==> src/inc/pus_pkg.sv <==
// package for the pressure update sequencer and serial result port
package pus_pkg;

   // ============================================================
   // clock and timing
   localparam int unsigned SYS_CLK_HZ       = 10_000_000;
   localparam int unsigned STARTUP_US       = 10_000;   // 10 ms start-up
   localparam int unsigned FIRST_RESULT_US  = 6_000;    // 6 ms first result
   localparam int unsigned UNLOCK_EXTRA_US  = 4_500;    // 4.5 ms extension
   localparam int unsigned CONV_US_FAST     = 250;      // one conversion, 4 MHz
   localparam int unsigned CONV_US_SLOW     = 800;      // one conversion, 1 MHz
   localparam int unsigned REQ_LOW_NS       = 8_000;    // select low for trigger
   localparam int unsigned STARTUP_CYC      = STARTUP_US * (SYS_CLK_HZ / 1_000_000);
   localparam int unsigned FIRST_RESULT_CYC = FIRST_RESULT_US * (SYS_CLK_HZ / 1_000_000);
   localparam int unsigned UNLOCK_EXTRA_CYC = UNLOCK_EXTRA_US * (SYS_CLK_HZ / 1_000_000);
   localparam int unsigned CONV_FAST_CYC    = CONV_US_FAST * (SYS_CLK_HZ / 1_000_000);
   localparam int unsigned CONV_SLOW_CYC    = CONV_US_SLOW * (SYS_CLK_HZ / 1_000_000);
   localparam int unsigned REQ_LOW_CYC      = (REQ_LOW_NS * (SYS_CLK_HZ / 1_000_000)
                                               + 999) / 1000;

   // update periods in microseconds, typical (index = rate code)
   localparam int unsigned PERIOD_US_FAST [4] = '{500, 1_500, 6_500, 32_000};
   localparam int unsigned PERIOD_US_SLOW [4] = '{1_600, 5_000, 25_000, 125_000};
   // ordinary cycles between special measurements
   localparam logic [7:0]  SPECIAL_EVERY  [4] = '{8'hFF, 8'h7F, 8'h1F, 8'h0F};

   // ============================================================
   // configuration word layout
   localparam int unsigned CFG_RATE_WORD = 1;     // word 01 hex
   localparam int unsigned CFG_RATE_MSB  = 7;
   localparam int unsigned CFG_RATE_LSB  = 6;
   localparam logic [1:0]  RATE_RESET    = 2'h0;  // factory default code 00

   // ============================================================
   // result packet layout
   localparam int unsigned PKT_BITS  = 32;
   localparam logic [1:0]  ST_VALID  = 2'h0;
   localparam logic [1:0]  ST_STALE  = 2'h2;

   typedef struct packed {
      logic [1:0]  status;
      logic [13:0] bridge;
      logic [10:0] temp;
      logic [4:0]  pad;
   } pus_packet_t;

   typedef struct packed {
      logic        mode_update;  // 1 = periodic, 0 = triggered sleep
      logic        clk_div4;     // 1 = 1 MHz core clock
      logic        cfg_locked;
      logic        iface_i2c;    // 1 = two-wire, 0 = serial peripheral
      logic        cal_mode;     // calibration command state
      logic [1:0]  rate;
   } pus_cfg_t;

   typedef enum logic [2:0] {
      SQ_STARTUP = 3'b000,
      SQ_IDLE    = 3'b001,
      SQ_SPECIAL = 3'b010,
      SQ_BRIDGE  = 3'b011,
      SQ_CALC    = 3'b100,
      SQ_POWDN   = 3'b101
   } pus_seq_t;

endpackage

==> src/hdl/pus_top.sv <==
// pressure update sequencer with read-only serial result port
`timescale 1ns/100ps
module pus_top
   import pus_pkg::*;
#(
   parameter int unsigned STARTUP_CYCLES = STARTUP_CYC,
   parameter int unsigned UNLOCK_CYCLES  = UNLOCK_EXTRA_CYC,
   parameter int unsigned CONV_F_CYCLES  = CONV_FAST_CYC,
   parameter int unsigned CONV_S_CYCLES  = CONV_SLOW_CYC,
   parameter int unsigned PERIOD_SCALE   = SYS_CLK_HZ / 1_000_000
)
(
   // clock and power-on reset
   input  wire logic        clk_sys_i,
   input  wire logic        sys_rst_i,
   // factory configuration
   input  wire pus_cfg_t    cfg_i,
   // measurement data from the converter path
   input  wire logic [13:0] bridge_data_i,
   input  wire logic [10:0] temp_data_i,
   // two-wire command events (same clock domain)
   input  wire logic        i2c_fetch_done_i,
   input  wire logic        i2c_meas_req_i,
   // serial peripheral pins
   input  wire logic        spi_sclk_i,
   input  wire logic        spi_sel_n_i,
   output logic             spi_miso_o,
   output logic             spi_miso_oe_o,
   // interrupt pin in two-wire mode
   output logic             int_o,
   // result and state view
   output pus_packet_t      result_o,
   output logic             converting_o,
   output logic             powered_down_o
);

   // ============================================================
   // parameter checks
   if (STARTUP_CYCLES < 1 || CONV_F_CYCLES < 1 || CONV_S_CYCLES < 1
       || PERIOD_SCALE < 1)
   begin : g_param_check
      $error("pus_top: counts must be at least one");
   end

   // ============================================================
   // pin synchronisers: three stages, change when 2nd and 3rd agree
   logic [2:0] sclk_q, sel_q;
   logic       sclk_s_q, sel_s_q, sclk_prev_q, sel_prev_q;

   // sync chains
   always_ff @(posedge clk_sys_i or posedge sys_rst_i)
   begin
      if (sys_rst_i)
      begin
         sclk_q <= 3'h0;
         sel_q  <= 3'h7;
      end
      else
      begin
         sclk_q <= {sclk_q[1:0], spi_sclk_i};
         sel_q  <= {sel_q[1:0], spi_sel_n_i};
      end
   end

   // filtered levels and previous values
   always_ff @(posedge clk_sys_i or posedge sys_rst_i)
   begin
      if (sys_rst_i)
      begin
         sclk_s_q    <= 1'b0;
         sel_s_q     <= 1'b1;
         sclk_prev_q <= 1'b0;
         sel_prev_q  <= 1'b1;
      end
      else
      begin
         if (sclk_q[1] == sclk_q[2])
            sclk_s_q <= sclk_q[2];
         if (sel_q[1] == sel_q[2])
            sel_s_q <= sel_q[2];
         sclk_prev_q <= sclk_s_q;
         sel_prev_q  <= sel_s_q;
      end
   end

   wire spi_en   = !cfg_i.iface_i2c && !cfg_i.cal_mode;
   wire sclk_fal = spi_en && sclk_prev_q && !sclk_s_q;
   wire sel_fall = spi_en && sel_prev_q && !sel_s_q;
   wire sel_rise = spi_en && !sel_prev_q && sel_s_q;
   wire spi_busy = spi_en && !sel_s_q;

   // ============================================================
   // select low-time counter for the serial trigger
   logic [15:0] sel_low_q;
   logic        trig_ok;

   // count while select stays low
   always_ff @(posedge clk_sys_i or posedge sys_rst_i)
   begin
      if (sys_rst_i)
         sel_low_q <= 16'h0000;
      else if (sel_s_q)
         sel_low_q <= 16'h0000;
      else if (sel_low_q != 16'hFFFF)
         sel_low_q <= sel_low_q + 16'h0001;
   end

   assign trig_ok = sel_rise && (sel_low_q >= 16'(REQ_LOW_CYC));

   // ============================================================
   // sequencer timing
   pus_seq_t    seq_q;
   logic [31:0] tmr_q;
   logic [7:0]  ord_cnt_q;
   logic        startup_done_q;
   logic        first_done_q;
   logic        write_req_q;
   logic [31:0] conv_cyc, period_cyc, gap_cyc;
   logic        meas_req;

   assign conv_cyc = cfg_i.clk_div4 ? CONV_S_CYCLES : CONV_F_CYCLES;

   // period from rate field and clock
   assign period_cyc = (cfg_i.clk_div4 ? PERIOD_US_SLOW[cfg_i.rate]
                                       : PERIOD_US_FAST[cfg_i.rate])
                       * PERIOD_SCALE;

   // default code 00 is the fastest rate
   assign gap_cyc = (cfg_i.rate == RATE_RESET) ? 32'h0000_0000
                    : ((period_cyc > conv_cyc) ? period_cyc - conv_cyc
                                               : 32'h0000_0000);

   assign meas_req = i2c_meas_req_i || trig_ok;

   logic [31:0] startup_len;
   assign startup_len = cfg_i.cfg_locked ? STARTUP_CYCLES
                                         : STARTUP_CYCLES + UNLOCK_CYCLES;

   // main measurement sequence
   always_ff @(posedge clk_sys_i or posedge sys_rst_i)
   begin
      if (sys_rst_i)
      begin
         seq_q          <= SQ_STARTUP;
         tmr_q          <= 32'h0000_0000;
         ord_cnt_q      <= 8'h00;
         startup_done_q <= 1'b0;
         first_done_q   <= 1'b0;
         write_req_q    <= 1'b0;
      end
      else
      begin
         write_req_q <= 1'b0;
         case (seq_q)
            SQ_STARTUP:
            begin
               tmr_q <= tmr_q + 32'h0000_0001;
               if (!first_done_q && tmr_q + 32'h1 >= startup_len)
               begin
                  first_done_q   <= 1'b1;
                  startup_done_q <= 1'b1;
                  tmr_q          <= 32'h0000_0000;
                  seq_q          <= SQ_SPECIAL;
               end
            end
            SQ_IDLE:
            begin
               tmr_q <= 32'h0000_0000;
               if (cfg_i.mode_update)
                  seq_q <= SQ_BRIDGE;
               else if (meas_req)
                  seq_q <= SQ_SPECIAL;
            end
            SQ_SPECIAL:
            begin
               if (tmr_q + 32'h1 >= conv_cyc)
               begin
                  tmr_q <= 32'h0000_0000;
                  seq_q <= SQ_BRIDGE;
               end
               else
                  tmr_q <= tmr_q + 32'h0000_0001;
            end
            SQ_BRIDGE:
            begin
               if (tmr_q + 32'h1 >= conv_cyc)
               begin
                  tmr_q <= 32'h0000_0000;
                  seq_q <= SQ_CALC;
               end
               else
                  tmr_q <= tmr_q + 32'h0000_0001;
            end
            SQ_CALC:
            begin
               // hold result until select is high
               if (!spi_busy)
               begin
                  write_req_q <= 1'b1;
                  tmr_q       <= 32'h0000_0000;
                  if (!cfg_i.mode_update)
                     seq_q <= SQ_IDLE;
                  else if (gap_cyc == 32'h0)
                     seq_q <= SQ_POWDN;
                  else
                     seq_q <= SQ_POWDN;
               end
            end
            SQ_POWDN:
            begin
               // wait out gap, then next cycle
               if (tmr_q >= gap_cyc)
               begin
                  tmr_q <= 32'h0000_0000;
                  // special after set count of cycles
                  if (ord_cnt_q >= SPECIAL_EVERY[cfg_i.rate])
                  begin
                     ord_cnt_q <= 8'h00;
                     seq_q     <= SQ_SPECIAL;
                  end
                  else
                  begin
                     ord_cnt_q <= ord_cnt_q + 8'h01;
                     seq_q     <= SQ_BRIDGE;
                  end
               end
               else
                  tmr_q <= tmr_q + 32'h0000_0001;
            end
            default:
               seq_q <= SQ_STARTUP;
         endcase
      end
   end

   assign converting_o   = (seq_q == SQ_SPECIAL) || (seq_q == SQ_BRIDGE)
                           || (seq_q == SQ_CALC);
   assign powered_down_o = (seq_q == SQ_POWDN && gap_cyc != 32'h0)
                           || seq_q == SQ_IDLE;

   // ============================================================
   // output register and status
   pus_packet_t res_q;
   logic        fetch_done;

   // fetch completes when select rises or two-wire read ends
   assign fetch_done = i2c_fetch_done_i || sel_rise;

   // result data only changes on a write, status also goes stale on a fetch
   always_ff @(posedge clk_sys_i or posedge sys_rst_i)
   begin
      if (sys_rst_i)
         res_q <= '{status: ST_STALE, default: '0};
      else if (write_req_q)
      begin
         // new result wins over a coincident fetch
         res_q.status <= ST_VALID;
         res_q.bridge <= bridge_data_i;
         res_q.temp   <= temp_data_i;
         res_q.pad    <= 5'h00;
      end
      else if (fetch_done && startup_done_q)
         res_q.status <= ST_STALE;
   end
   assign result_o = res_q;

   // interrupt rises on new data, two-wire only
   always_ff @(posedge clk_sys_i or posedge sys_rst_i)
   begin
      if (sys_rst_i)
         int_o <= 1'b0;
      else if (!cfg_i.iface_i2c)
         int_o <= 1'b0;
      else if (write_req_q)
         int_o <= 1'b1;
      else if (i2c_fetch_done_i)
         int_o <= 1'b0;
   end

   // ============================================================
   // serial shifter: transmit only, no receive path
   logic [PKT_BITS-1:0] shift_q;
   logic                first_bit_q;

   // load on select fall, shift on fall
   always_ff @(posedge clk_sys_i or posedge sys_rst_i)
   begin
      if (sys_rst_i)
      begin
         shift_q     <= '0;
         first_bit_q <= 1'b0;
      end
      else if (sel_fall)
      begin
         shift_q     <= res_q;
         first_bit_q <= 1'b1;
      end
      else if (sclk_fal && spi_busy)
         shift_q <= {shift_q[PKT_BITS-2:0], 1'b0};
   end

   // miso register
   always_ff @(posedge clk_sys_i or posedge sys_rst_i)
   begin
      if (sys_rst_i)
         spi_miso_o <= 1'b0;
      else
         spi_miso_o <= shift_q[PKT_BITS-1];
   end

   assign spi_miso_oe_o = spi_busy && first_bit_q;

endmodule

==> config.mk <==
export PLATFORM = sky130hd
export DESIGN_NAME = pus_top
export DESIGN_NICKNAME = d
export VERILOG_FILES = /design/src/inc/pus_pkg.sv /design/src/hdl/pus_top.sv
export SDC_FILE = /design/constraint.sdc
export NUM_CORES = 1
export LEC_CHECK = 0
export BUFFER_PORTS_ARGS = -buffer_cell sky130_fd_sc_hd__buf_2
export CAP_MARGIN = 30
export CORE_ASPECT_RATIO = 2
export CORE_MARGIN = 5
export CORE_UTILIZATION = 30
export CTS_CLUSTER_SIZE = 24
export DETAILED_ROUTE_END_ITERATION = 8
export PLACE_DENSITY = 0.56
export SLEW_MARGIN = 20
export SYNTH_ARGS = -nofsm -noshare
export SYNTH_HDL_FRONTEND = slang
export SYNTH_SLANG_ARGS = --single-unit
==> constraint.sdc <==
create_clock -name clk_sys_i -period 7.3 [get_ports clk_sys_i]
set_input_delay 0.365 -clock clk_sys_i [delete_from_list [all_inputs] [get_ports clk_sys_i]]
set_output_delay 0.365 -clock clk_sys_i [all_outputs]
set_load 0.05 [all_outputs]
==> impl_metrics.py, run 1 <==
metrics = {
    "run_status": {
        "status": "finished, violations left",
        "violations": "hold timing",
    },
    "routing": {
        "detail_route.wirelength_um": 24730,
        "viasPerCell": 5.328,
        "first_pass_iters": 4,
        "wire_per_inst_um": 17.09,
        "drt_first_iter_violations": 328,
        "drc_errors": 0,
        "ant_nets": 0,
        "num_vias": 7710,
    },
    "setup_path": {
        "reg2reg_setup_slack_ns": 2.55,
        "r2r-end": "tmr_q[0]$_DFFE_PP0P_",
        "crit_type": "input pin to flop",
        "end_kind": "flop",
        "crit_end": "tmr_q[24]$_DFFE_PP0P_",
        "r2r_cells": 14,
        "crit_arrival_ns": 6.96,
        "startpoint": "cfg_i[0]",
        "required_ns": 7.62,
        "r2r-start": "tmr_q[1]$_DFFE_PP0P_",
        "crit_fanout": 15,
        "start_kind": "input pin",
    },
    "place": {
        "routabilityCongestion": 0.9064,
        "portBuffers": 68,
        "dp_hpwl_um": 19430,
        "dp_cells": 1412,
    },
    "sta": {
        "slew_headroom_pct": 25.38,
        "finalHoldWorstSlack_ns": -0.002571,
        "final.setup.tns_ns": 0,
        "rsz0062_at_grt": "no",
        "max_slew.worst_pin.slew_ns": 1.104,
        "finalCritPeriodShare_pct": 90.96,
        "fin_crit_ns": 6.640,
        "fmax_mhz": 150.6,
        "slew_viol_final": 0,
        "finClkSkew_ns": 0.009635,
        "final-hold-violation-count": 9,
        "setup_viol": 0,
    },
    "clocking": {
        "cts.sinks": 127,
        "ctsHoldBuffers": 0,
        "cts_tree": "done",
        "root_buffer": "clkbuf_16",
        "htree_levels": 4,
        "clockBufferDepth": 2,
        "cts_made_buffers": 17,
        "cts_setup_buffers": 0,
        "clk_pin_slew_worst_paths_ns": 0.06,
        "clk_latency_ns": 0.43,
        "cts_resized": 0,
    },
    "yosys": {
        "ys_warn_count": 0,
        "async_flop_share_pct": 100.0,
        "yosysSeqAreaShare_pct": 35.07,
        "syn_avg_cell_area_sq_um": 9.082,
        "synth_cell_type_count": 78,
        "syn-cell-area_sq_mm": 0.009082,
        "netlist_instances": 1000,
        "synth-seq-cells": 127,
        "synth_edf_count": 0,
        "synth_flop_cell": "dfrtp_1",
    },
    "global_routing": {
        "grt_overflow": 0,
        "grt_max_degree": 70,
        "grt_pass1_vias": 7719,
        "grt_pass1_wl_um": 39990,
        "grt_use_total_pct": 14.60,
        "antenna_found_initial": 0,
    },
    "floorplan": {
        "rows": 90,
        "initial_core_util_pct": 30.21,
        "die_area_sq_mm": 0.03407,
        "die_y_um": 256.1,
        "pin_count": 75,
        "core-area_sq_mm": 0.03007,
        "die_x_um": 133.0,
    },
    "layout": {
        "layout-drive-gt1-share_pct": 15.49,
        "fillers": 3083,
        "fin_nets": 1184,
        "area_growth_pct": 15.30,
        "layoutNonFillerInstCount": 1447,
    },
    "power": {
        "power_leakage_nw": 4.831,
        "ir_worst_vdd_mv": 0.1922,
        "pwr_density_cell_mw_per_mm2": 321.6,
    },
    "job": {
        "cap_violations": 0,
    },
    "hold_path": {
        "worst_hold_path_type": "input pin to asynchronous set/reset pin",
    },
}
cell type report:
type	count	area, sq um	share of cell area [%]
Clock buffer	23	488.0	4.660
Tap cell	368	460.4	4.397
Clock inverter	9	155.1	1.481
Timing Repair Buffer	83	470.5	4.492
Antenna cell	1	2.502	0.02389
Inverter	42	162.7	1.553
Sequential cell	127	3187	30.43
Multi-Input combinational cell	794	5547	52.96
per-layer routing:
layer  GRT usage, %  share of wire, %
met5              0                 0
met4          8.671               4.5
met3          2.183               3.1
met2          28.58                57
met1          13.95                36
flip-flops by register name, indices dropped and copies added, names as in the netlist, 3 cells and up:
register / flops
seq_q: 3
sel_low_q: 16
tmr_q: 32
shift_q: 27
result_o: 26
ord_cnt_q: 8
sclk_q: 3
sel_q: 3
critical path, stage by stage:
cell and delay [ns]:
buf_2 0.24, inv_1 0.15, ha_1 0.32, inv_1 0.07, nand2_1 0.08, and2_1 0.18
ha_1 0.29, ha_1 0.35, nor4bb_1 0.58, o21ai_0 0.26, o21a_1 0.24, a311oi_1 0.33
nor3_1 0.18, and4b_1 0.26, a21oi_2 0.35, buf_4 0.21, nand2_1 0.07, ha_1 0.27
o21a_1 0.16, o21ai_0 0.22, a2111oi_0 0.14, or3_1 0.40, a21o_1 0.26, a21oi_2 0.34
buf_4 0.27, o21ai_1 0.08, a22oi_1 0.27
worst min path at each step:
stage / endpoint / slack, ns / cells after the start
floorplan: sclk_q[1]$_DFF_PP0_ / 0.33 / 0
finish: result_o[19]$_DFFE_PP0P_ / -0.003 / 2
detailed placement: sclk_q[1]$_DFF_PP0_ / 0.34 / 0
global placement: sclk_q[1]$_DFF_PP0_ / 0.34 / 0
CTS: result_o[19]$_DFFE_PP0P_ / 0.02 / 2
global route: sclk_q[0]$_DFF_PP0_ / 0.03 / 1
metrics by stage:
step | util, % | power, mW | area (sq um) | worst slack (ns) | hold WS [ns]
3_3_place_gp | 32.57 | 2.443 | 9793 | 0.4325 | 0.3371
5_1_grt | 34.82 | 3.570 | 10470 | 0.2597 | 0.02605
2_1_floorplan | - | 2.131 | 9139 | 0.6545 | 0.3312
4_1_cts | 34.71 | 3.404 | 10440 | 0.7132 | 0.02055
3_5_place_dp | 32.58 | 2.464 | 9794 | 0.2894 | 0.3379
6_report | 34.83 | 3.368 | 10470 | 0.6597 | -0.002571
cell usage after synthesis, types with 7 or more instances:
cell      count  area share, %
nor4_1        7           0.48
or3_1         7           0.48
nor2b_1       9           0.62
buf_4        10           0.83
ha_1         80             11
nor3_1       29            1.6
and2_1       11           0.76
a21oi_1      34            1.9
clkbuf_1     32            1.3
inv_1        41            1.7
nand2b_1     17            1.2
a21o_1       16            1.3
a31oi_1      10           0.69
xnor2_1      35            3.4
nand4_1      17            1.2
a22o_1        7           0.68
mux2i_1      36            4.0
o211ai_1      8           0.66
xor2_1       10           0.96
o21bai_1      8           0.66
nand2_1      97            4.0
nor2_1       59            2.4
nand3_1      31            1.7
mux2_2       27            3.3
o21ai_0      72            4.0
o22ai_1       8           0.55
a211oi_1     15            1.2
o21ai_1      13           0.72
a22oi_1      12           0.99
and3_1       18            1.2
dfrtp_1     121             33
layout by cell type, fill, tap and decap left out, types with 12 or more instances in the layout:
cell       Yosys  layout
a211oi_1      15      15
a21o_1        16      16
a21oi_1       34      33
a22oi_1       12      12
and3_1        18      18
buf_2          4      68
buf_4         10      13
clkbuf_16      0      17
conb_1         2      17
dfrtp_1      121     120
ha_1          80      80
inv_1         41      40
mux2_2        27      27
mux2i_1       36      36
nand2_1       97      97
nand2b_1      17      17
nand3_1       31      31
nand4_1       17      17
nor2_1        59      59
nor3_1        29      29
o21ai_0       72      72
o21ai_1       13      13
xnor2_1       35      35
where the power goes:
part	leakage [nW]	internal, mW	switching, mW
Combinational	2.89	0.475	0.890
Clock	0.313	0.608	0.313
Sequential	1.63	0.894	0.188
Total	4.83	1.98	1.39
cells by family after synthesis:
group / count (synthesis) / share of synthesized area (%)
buf+inv: 94 / 4.518
simple gates: 337 / 19.33
fa+ha+maj: 83 / 11.46
flops: 127 / 35.07
mux: 64 / 7.439
compound gates: 248 / 17.76
other cells: 2 / 0.08269
xor+xnor: 45 / 4.339
No activity file was read; power rests on OpenSTA's default activity.
==> inputs of run 2 (changes only) <==
--- a/config.mk
+++ b/config.mk
@@ -8,7 +8,7 @@
 export BUFFER_PORTS_ARGS = -buffer_cell sky130_fd_sc_hd__buf_2
 export CAP_MARGIN = 30
 export CORE_ASPECT_RATIO = 2
-export CORE_MARGIN = 5
+export CORE_MARGIN = 4
 export CORE_UTILIZATION = 30
 export CTS_CLUSTER_SIZE = 24
 export DETAILED_ROUTE_END_ITERATION = 8
==> run 2 against run 1 <==
Effect of this change: the run now ends clean; sequential share of layout area up 0.14 points; final area down 0.50%; die area down 2.3%; clock skew up 0.0027 ns; utilization up 0.21 points; critical endpoint is now tmr_q[25]$_DFFE_PP0P_; fmax up 0.75%; routed wire length up 2.2%; largest cell class unchanged; count of clock-buffer cells in the layout down 5; combinational power about the same; global-route usage up 0.73 points; sequential power about the same.
==> impl_metrics.py, run 2 (same netlist as run 1, synthesis figures left out) <==
metrics = {
    "run_status": {
        "status": "finished, final reports clean",
    },
    "setup_path": {
        "start_kind": "input pin",
        "required_ns": 7.57,
        "end_kind": "flop",
        "crit_fanout": 15,
        "crit_arrival_ns": 6.86,
        "r2r_cells": 13,
        "crit_type": "input pin to flop",
    },
    "power": {
        "pwr-share-clk_pct": 26.0,
        "power_leakage_nw": 4.799,
        "internal_power_mw": 1.908,
        "p_seq_share_pct": 32.6,
        "p_sw_share_pct": 42.52,
        "ir_worst_vdd_mv": 0.1778,
        "pwr_density_cell_mw_per_mm2": 318.6,
        "p_comb_share_pct": 41.3,
        "p_switching_mw": 1.412,
    },
    "job": {
        "cap_violations": 0,
    },
    "place": {
        "portBuffers": 68,
        "dp_hpwl_um": 19760,
        "routabilityCongestion": 0.9647,
        "dp_cells": 1407,
    },
    "global_routing": {
        "antenna_found_initial": 0,
        "grt_pass1_wl_um": 39500,
        "grt_use_total_pct": 15.33,
        "grt_pass1_vias": 7497,
        "grt_overflow": 0,
        "grt_max_degree": 71,
    },
    "hold_path": {
        "worst_hold_path_type": "input pin to asynchronous set/reset pin",
    },
    "sta": {
        "finClkSkew_ns": 0.01229,
        "fin_crit_ns": 6.591,
        "slew_viol_final": 0,
        "final.setup.tns_ns": 0,
        "rsz0062_at_grt": "no",
        "slew_headroom_pct": 41.24,
        "fmax_mhz": 151.7,
        "final-hold-violation-count": 0,
        "max_slew.worst_pin.slew_ns": 0.8794,
        "finalCritPeriodShare_pct": 90.29,
        "setup_viol": 0,
    },
    "routing": {
        "num_vias": 7582,
        "drc_errors": 0,
        "ant_nets": 0,
        "detail_route.wirelength_um": 25270,
        "wire_per_inst_um": 17.56,
        "drt_first_iter_violations": 402,
        "viasPerCell": 5.269,
        "first_pass_iters": 4,
    },
    "layout": {
        "final_common_cell": "dfrtp_1",
        "top_register": "tmr_q",
        "area_growth_pct": 14.73,
        "largest_reg_flops": 32,
        "layout-drive-gt1-share_pct": 15.26,
        "post-route-util_pct": 35.05,
        "antenna_cells": 0,
        "layoutNonFillerInstCount": 1439,
        "fin_nets": 1182,
        "fillers": 3025,
        "final_cell_mix": "121 x dfrtp_1, 97 x nand2_1, 80 x ha_1",
    },
    "clocking": {
        "htree_levels": 4,
        "clockBufferDepth": 2,
        "cts_tree": "done",
        "clk_latency_ns": 0.43,
        "clk_pin_slew_worst_paths_ns": 0.05,
        "root_buffer": "clkbuf_16",
        "ctsHoldBuffers": 0,
        "cts_resized": 0,
        "cts_made_buffers": 17,
        "cts_setup_buffers": 0,
        "cts.sinks": 127,
    },
    "floorplan": {
        "die_x_um": 131.0,
        "die_area_sq_mm": 0.03329,
        "core-area_sq_mm": 0.02973,
        "pin_count": 75,
        "initial_core_util_pct": 30.55,
        "die_y_um": 254.1,
        "rows": 89,
    },
}
==> run 2: cell types whose count changed in the layout (fill, tap and decap cells not counted), sizes merged <==
cell	change
clkinvlp	+2
buf	-1
inv	+3
diode	-1
bufinv	-1
clkbuf	-6
==> run 2: critical path, cell delays in order <==
cell       delay [ns]
buf_2            0.24
inv_1            0.14
ha_1             0.33
inv_1            0.08
nand2_1          0.09
and2_1           0.19
ha_1             0.29
ha_1             0.34
nor4bb_1         0.49
o21ai_0          0.25
o21a_1           0.24
a311oi_1         0.21
buf_4            0.17
nor3_1           0.09
and4b_1          0.26
a21oi_2          0.47
o21ai_0          0.22
ha_1             0.32
nand2_1          0.05
a21oi_1          0.16
nand2_1          0.06
a2111oi_0        0.45
or3_1            0.22
a21o_1           0.28
a21oi_2          0.12
nor2_1           0.52
o211ai_1         0.19
==> run 2: area by class of cell <==
type | instances | area [sq um] | share of cell area [%]
inverter | 42 | 162.7 | 1.561
sequential | 127 | 3186 | 30.57
clock buffer | 18 | 429.2 | 4.119
multi-input combinational | 794 | 5547 | 53.23
tap | 364 | 455.4 | 4.371
timing repair buffer | 81 | 478.0 | 4.587
clock inverter | 13 | 162.7 | 1.561
==> run 2: worst paths after layout <==
check | start | to | slack [ns]
max | cfg_i[0] | tmr_q[25]$_DFFE_PP0P_ | 0.71
min | sys_rst_i | shift_q[22]$_DFFE_PP0P_ | 0.0003
max in group asynchronous | sys_rst_i | sel_q[1]$_DFF_PP1_ | 6.21
min reg2reg | sel_q[0]$_DFF_PP1_ | sel_q[1]$_DFF_PP1_ | 0.35
min in group clk_sys_i | spi_sel_n_i | sel_q[0]$_DFF_PP1_ | 0.04
max reg2reg | tmr_q[8]$_DFFE_PP0P_ | tmr_q[25]$_DFFE_PP0P_ | 2.44
==> run 2: power by group through the flow <==
stage,registers (mW),clock network (mW),logic [mW]
finish,1.08,0.864,1.37
global route,1.11,0.917,1.51
CTS,1.09,0.888,1.38
detailed placement,1.10,0,1.37
global placement,1.10,0,1.34
floorplan,1.28,0,0.847
==> run 2: layer usage <==
layer | wire, um | track usage, % | part of all wire (%) | vias to the layer above
met5 | 0 | 0 | 0 | -
met4 | 1509 | 9.473 | 6.0 | 0
met3 | 749 | 2.082 | 3.0 | 60
met2 | 14110 | 29.55 | 56 | 169
met1 | 8902 | 14.68 | 35 | 3618
li1 | - | - | - | 3735
==> run 2: metrics by stage <==
step | instance area (sq um) | worst slack, ns | power, mW | hold WS, ns
CTS | 10390 | 0.7547 | 3.356 | 0.01789
global placement | 9773 | 0.3963 | 2.444 | 0.3466
floorplan | 9139 | 0.6545 | 2.131 | 0.3312
global route | 10420 | 0.05444 | 3.536 | 0.02548
finish | 10420 | 0.7088 | 3.319 | 0.0002789
detailed placement | 9801 | 0.3540 | 2.475 | 0.3475
==> inputs of run 3 (changes only) <==
--- a/config.mk
+++ b/config.mk
@@ -7,12 +7,15 @@
 export LEC_CHECK = 0
 export BUFFER_PORTS_ARGS = -buffer_cell sky130_fd_sc_hd__buf_2
 export CAP_MARGIN = 30
+export CELL_PAD_IN_SITES_DETAIL_PLACEMENT = 1
+export CELL_PAD_IN_SITES_GLOBAL_PLACEMENT = 2
 export CORE_ASPECT_RATIO = 2
 export CORE_MARGIN = 4
 export CORE_UTILIZATION = 30
 export CTS_CLUSTER_SIZE = 24
 export DETAILED_ROUTE_END_ITERATION = 8
-export PLACE_DENSITY = 0.56
+export HOLD_SLACK_MARGIN = 0.1
+export PLACE_DENSITY = 0.76
 export SLEW_MARGIN = 20
 export SYNTH_ARGS = -nofsm -noshare
 export SYNTH_HDL_FRONTEND = slang
==> run 3 against run 2 <==
Effect of this change: final cell count up 0.63%; critical path depth up 1; fmax about the same; global-route usage up 1.4 points; sequential share of layout area down 0.37 points; worst hold slack better by 0.17 ns; count of clock-buffer cells in the layout up 5; utilization up 0.42 points; first-iteration DRC count down 44%; sequential power about the same; combinational power up 4%; via count up 3.1%; critical path type unchanged; largest cell class unchanged.
==> impl_metrics.py, run 3 (same netlist as run 1, synthesis figures left out) <==
metrics = {
    "floorplan": {
        "rows": 89,
        "die_y_um": 254.1,
        "initial_core_util_pct": 30.55,
        "pin_count": 75,
        "die_x_um": 131.0,
        "die_area_sq_mm": 0.03329,
        "core-area_sq_mm": 0.02973,
    },
    "global_routing": {
        "grt_pass1_vias": 8412,
        "grt_pass1_wl_um": 43760,
        "antenna_found_initial": 0,
        "grt_use_total_pct": 16.70,
        "grt_max_degree": 55,
        "grt_overflow": 0,
    },
    "clocking": {
        "cts_setup_buffers": 0,
        "cts.sinks": 127,
        "clk_latency_ns": 0.42,
        "htree_levels": 4,
        "clockBufferDepth": 2,
        "root_buffer": "clkbuf_16",
        "cts_tree": "done",
        "clk_pin_slew_worst_paths_ns": 0.06,
        "cts_resized": 0,
        "cts_made_buffers": 17,
    },
    "setup_path": {
        "end_kind": "flop",
        "required_ns": 7.57,
        "crit_type": "input pin to flop",
        "r2r-start": "tmr_q[1]$_DFFE_PP0P_",
        "start_kind": "input pin",
        "crit_fanout": 15,
        "startpoint": "cfg_i[0]",
        "crit_arrival_ns": 6.85,
    },
    "sta": {
        "rsz0062_at_grt": "no",
        "final-hold-violation-count": 0,
        "slew_headroom_pct": 35.91,
        "finalCritPeriodShare_pct": 90.20,
        "finClkSkew_ns": 0.01249,
        "fmax_mhz": 151.9,
        "final.setup.tns_ns": 0,
        "finalHoldWorstSlack_ns": 0.1748,
        "max_slew.worst_pin.slew_ns": 0.9592,
        "fin_crit_ns": 6.585,
        "setup_viol": 0,
        "slew_viol_final": 0,
    },
    "layout": {
        "fin_nets": 1190,
        "area_growth_pct": 16.12,
        "final_common_cell": "dfrtp_1",
        "antenna_cells": 0,
        "fillers": 3444,
        "final_cell_mix": "121 x dfrtp_1, 97 x nand2_1, 80 x ha_1",
        "layout-drive-gt1-share_pct": 15.41,
        "seq_area_sq_mm": 0.003186,
        "multi_input_area_sq_mm": 0.005547,
        "post-route-util_pct": 35.47,
        "largest_reg_flops": 32,
        "top_register": "tmr_q",
    },
    "routing": {
        "wire_per_inst_um": 18.88,
        "drc_errors": 0,
        "drt_first_iter_violations": 225,
        "num_vias": 7819,
        "first_pass_iters": 6,
        "ant_nets": 0,
        "detail_route.wirelength_um": 27340,
        "viasPerCell": 5.400,
    },
    "run_status": {
        "status": "finished, final reports clean",
    },
    "hold_path": {
        "worst_hold_path_type": "input pin to flop",
        "hold_start": "temp_data_i[0]",
    },
    "job": {
        "cap_violations": 0,
    },
    "place": {
        "portBuffers": 68,
        "dp_hpwl_um": 21640,
        "routabilityCongestion": 0.8502,
    },
    "power": {
        "pwr_density_cell_mw_per_mm2": 326.3,
        "power_mw": 3.441,
        "ir_worst_vdd_mv": 0.1443,
        "power_leakage_nw": 4.861,
    },
}
[run 3: through the flow]
stage	setup slack, ns	instances	instance area [sq um]
3_3_place_gp	0.3978	1411	9811
3_5_place_dp	0.2390	1413	9866
2_1_floorplan	0.6545	1015	9139
5_1_grt	0.2034	1448	10550
4_1_cts	0.6995	1448	10550
6_report	0.7153	1448	10550
[run 3: path summary, 6_finish.rpt]
path / end / slack (ns) / cells past startpoint
worst min register to register: sclk_q[1]$_DFF_PP0_ / 0.36 / 0
max in group asynchronous: sel_s_q$_DFFE_PP1N_ / 5.64 / 5
min in group asynchronous: result_o[21]$_DFFE_PP0P_ / 0.53 / 3
worst max-delay path: tmr_q[23]$_DFFE_PP0P_ / 0.72 / 28
worst max register to register: tmr_q[27]$_DFFE_PP0P_ / 2.62 / 14
worst min-delay path: result_o[5]$_DFFE_PP0P_ / 0.17 / 2
[run 3: cell type report]
type | instances | share of cell area, %
clock inverter | 9 | 1.732
multi-input combinational | 794 | 52.59
clock buffer | 23 | 4.437
inverter | 42 | 1.542
tap | 364 | 4.318
sequential | 127 | 30.21
timing repair buffer | 89 | 5.173
[run 3: repair_timing]
item / 4_1_cts / 5_1_grt
hold buffers: 3 / 0
hold endpoints to repair: 54 / 0
setup endpoints to repair: 0 / 0
[run 3: layer usage]
layer / global-route usage (%) / part of all wire [%] / routed length, um
met5: 0 / 0 / 0
met4: 7.767 / 4.0 / 1094
met3: 2.019 / 2.0 / 560
met2: 33.87 / 59 / 16030
met1: 15.78 / 35 / 9662
[run 3: critical path: stages]
cell and delay, ns:
buf_2 0.24, inv_1 0.15, ha_1 0.34, inv_1 0.08
nand2_1 0.09, and2_1 0.20, ha_1 0.29, ha_1 0.35
nor4bb_1 0.49, nor2_1 0.12, xnor2_1 0.15, ha_1 0.35
a21oi_1 0.12, o22ai_1 0.39, nand3_1 0.27, nand2_1 0.15
xor2_1 0.16, nand2_1 0.08, ha_1 0.29, nand2_1 0.06
a21oi_1 0.16, nand2_1 0.07, a2111oi_0 0.41, or3_1 0.21
a21o_1 0.27, a21oi_2 0.12, nor2_1 0.66, o21ai_0 0.19
[run 3: report_power, final]
part	internal, mW	total (mW)	switching (mW)
clock	0.626	0.947	0.320
combinational	0.487	1.42	0.929
sequential	0.894	1.08	0.185
total	2.01	3.44	1.43
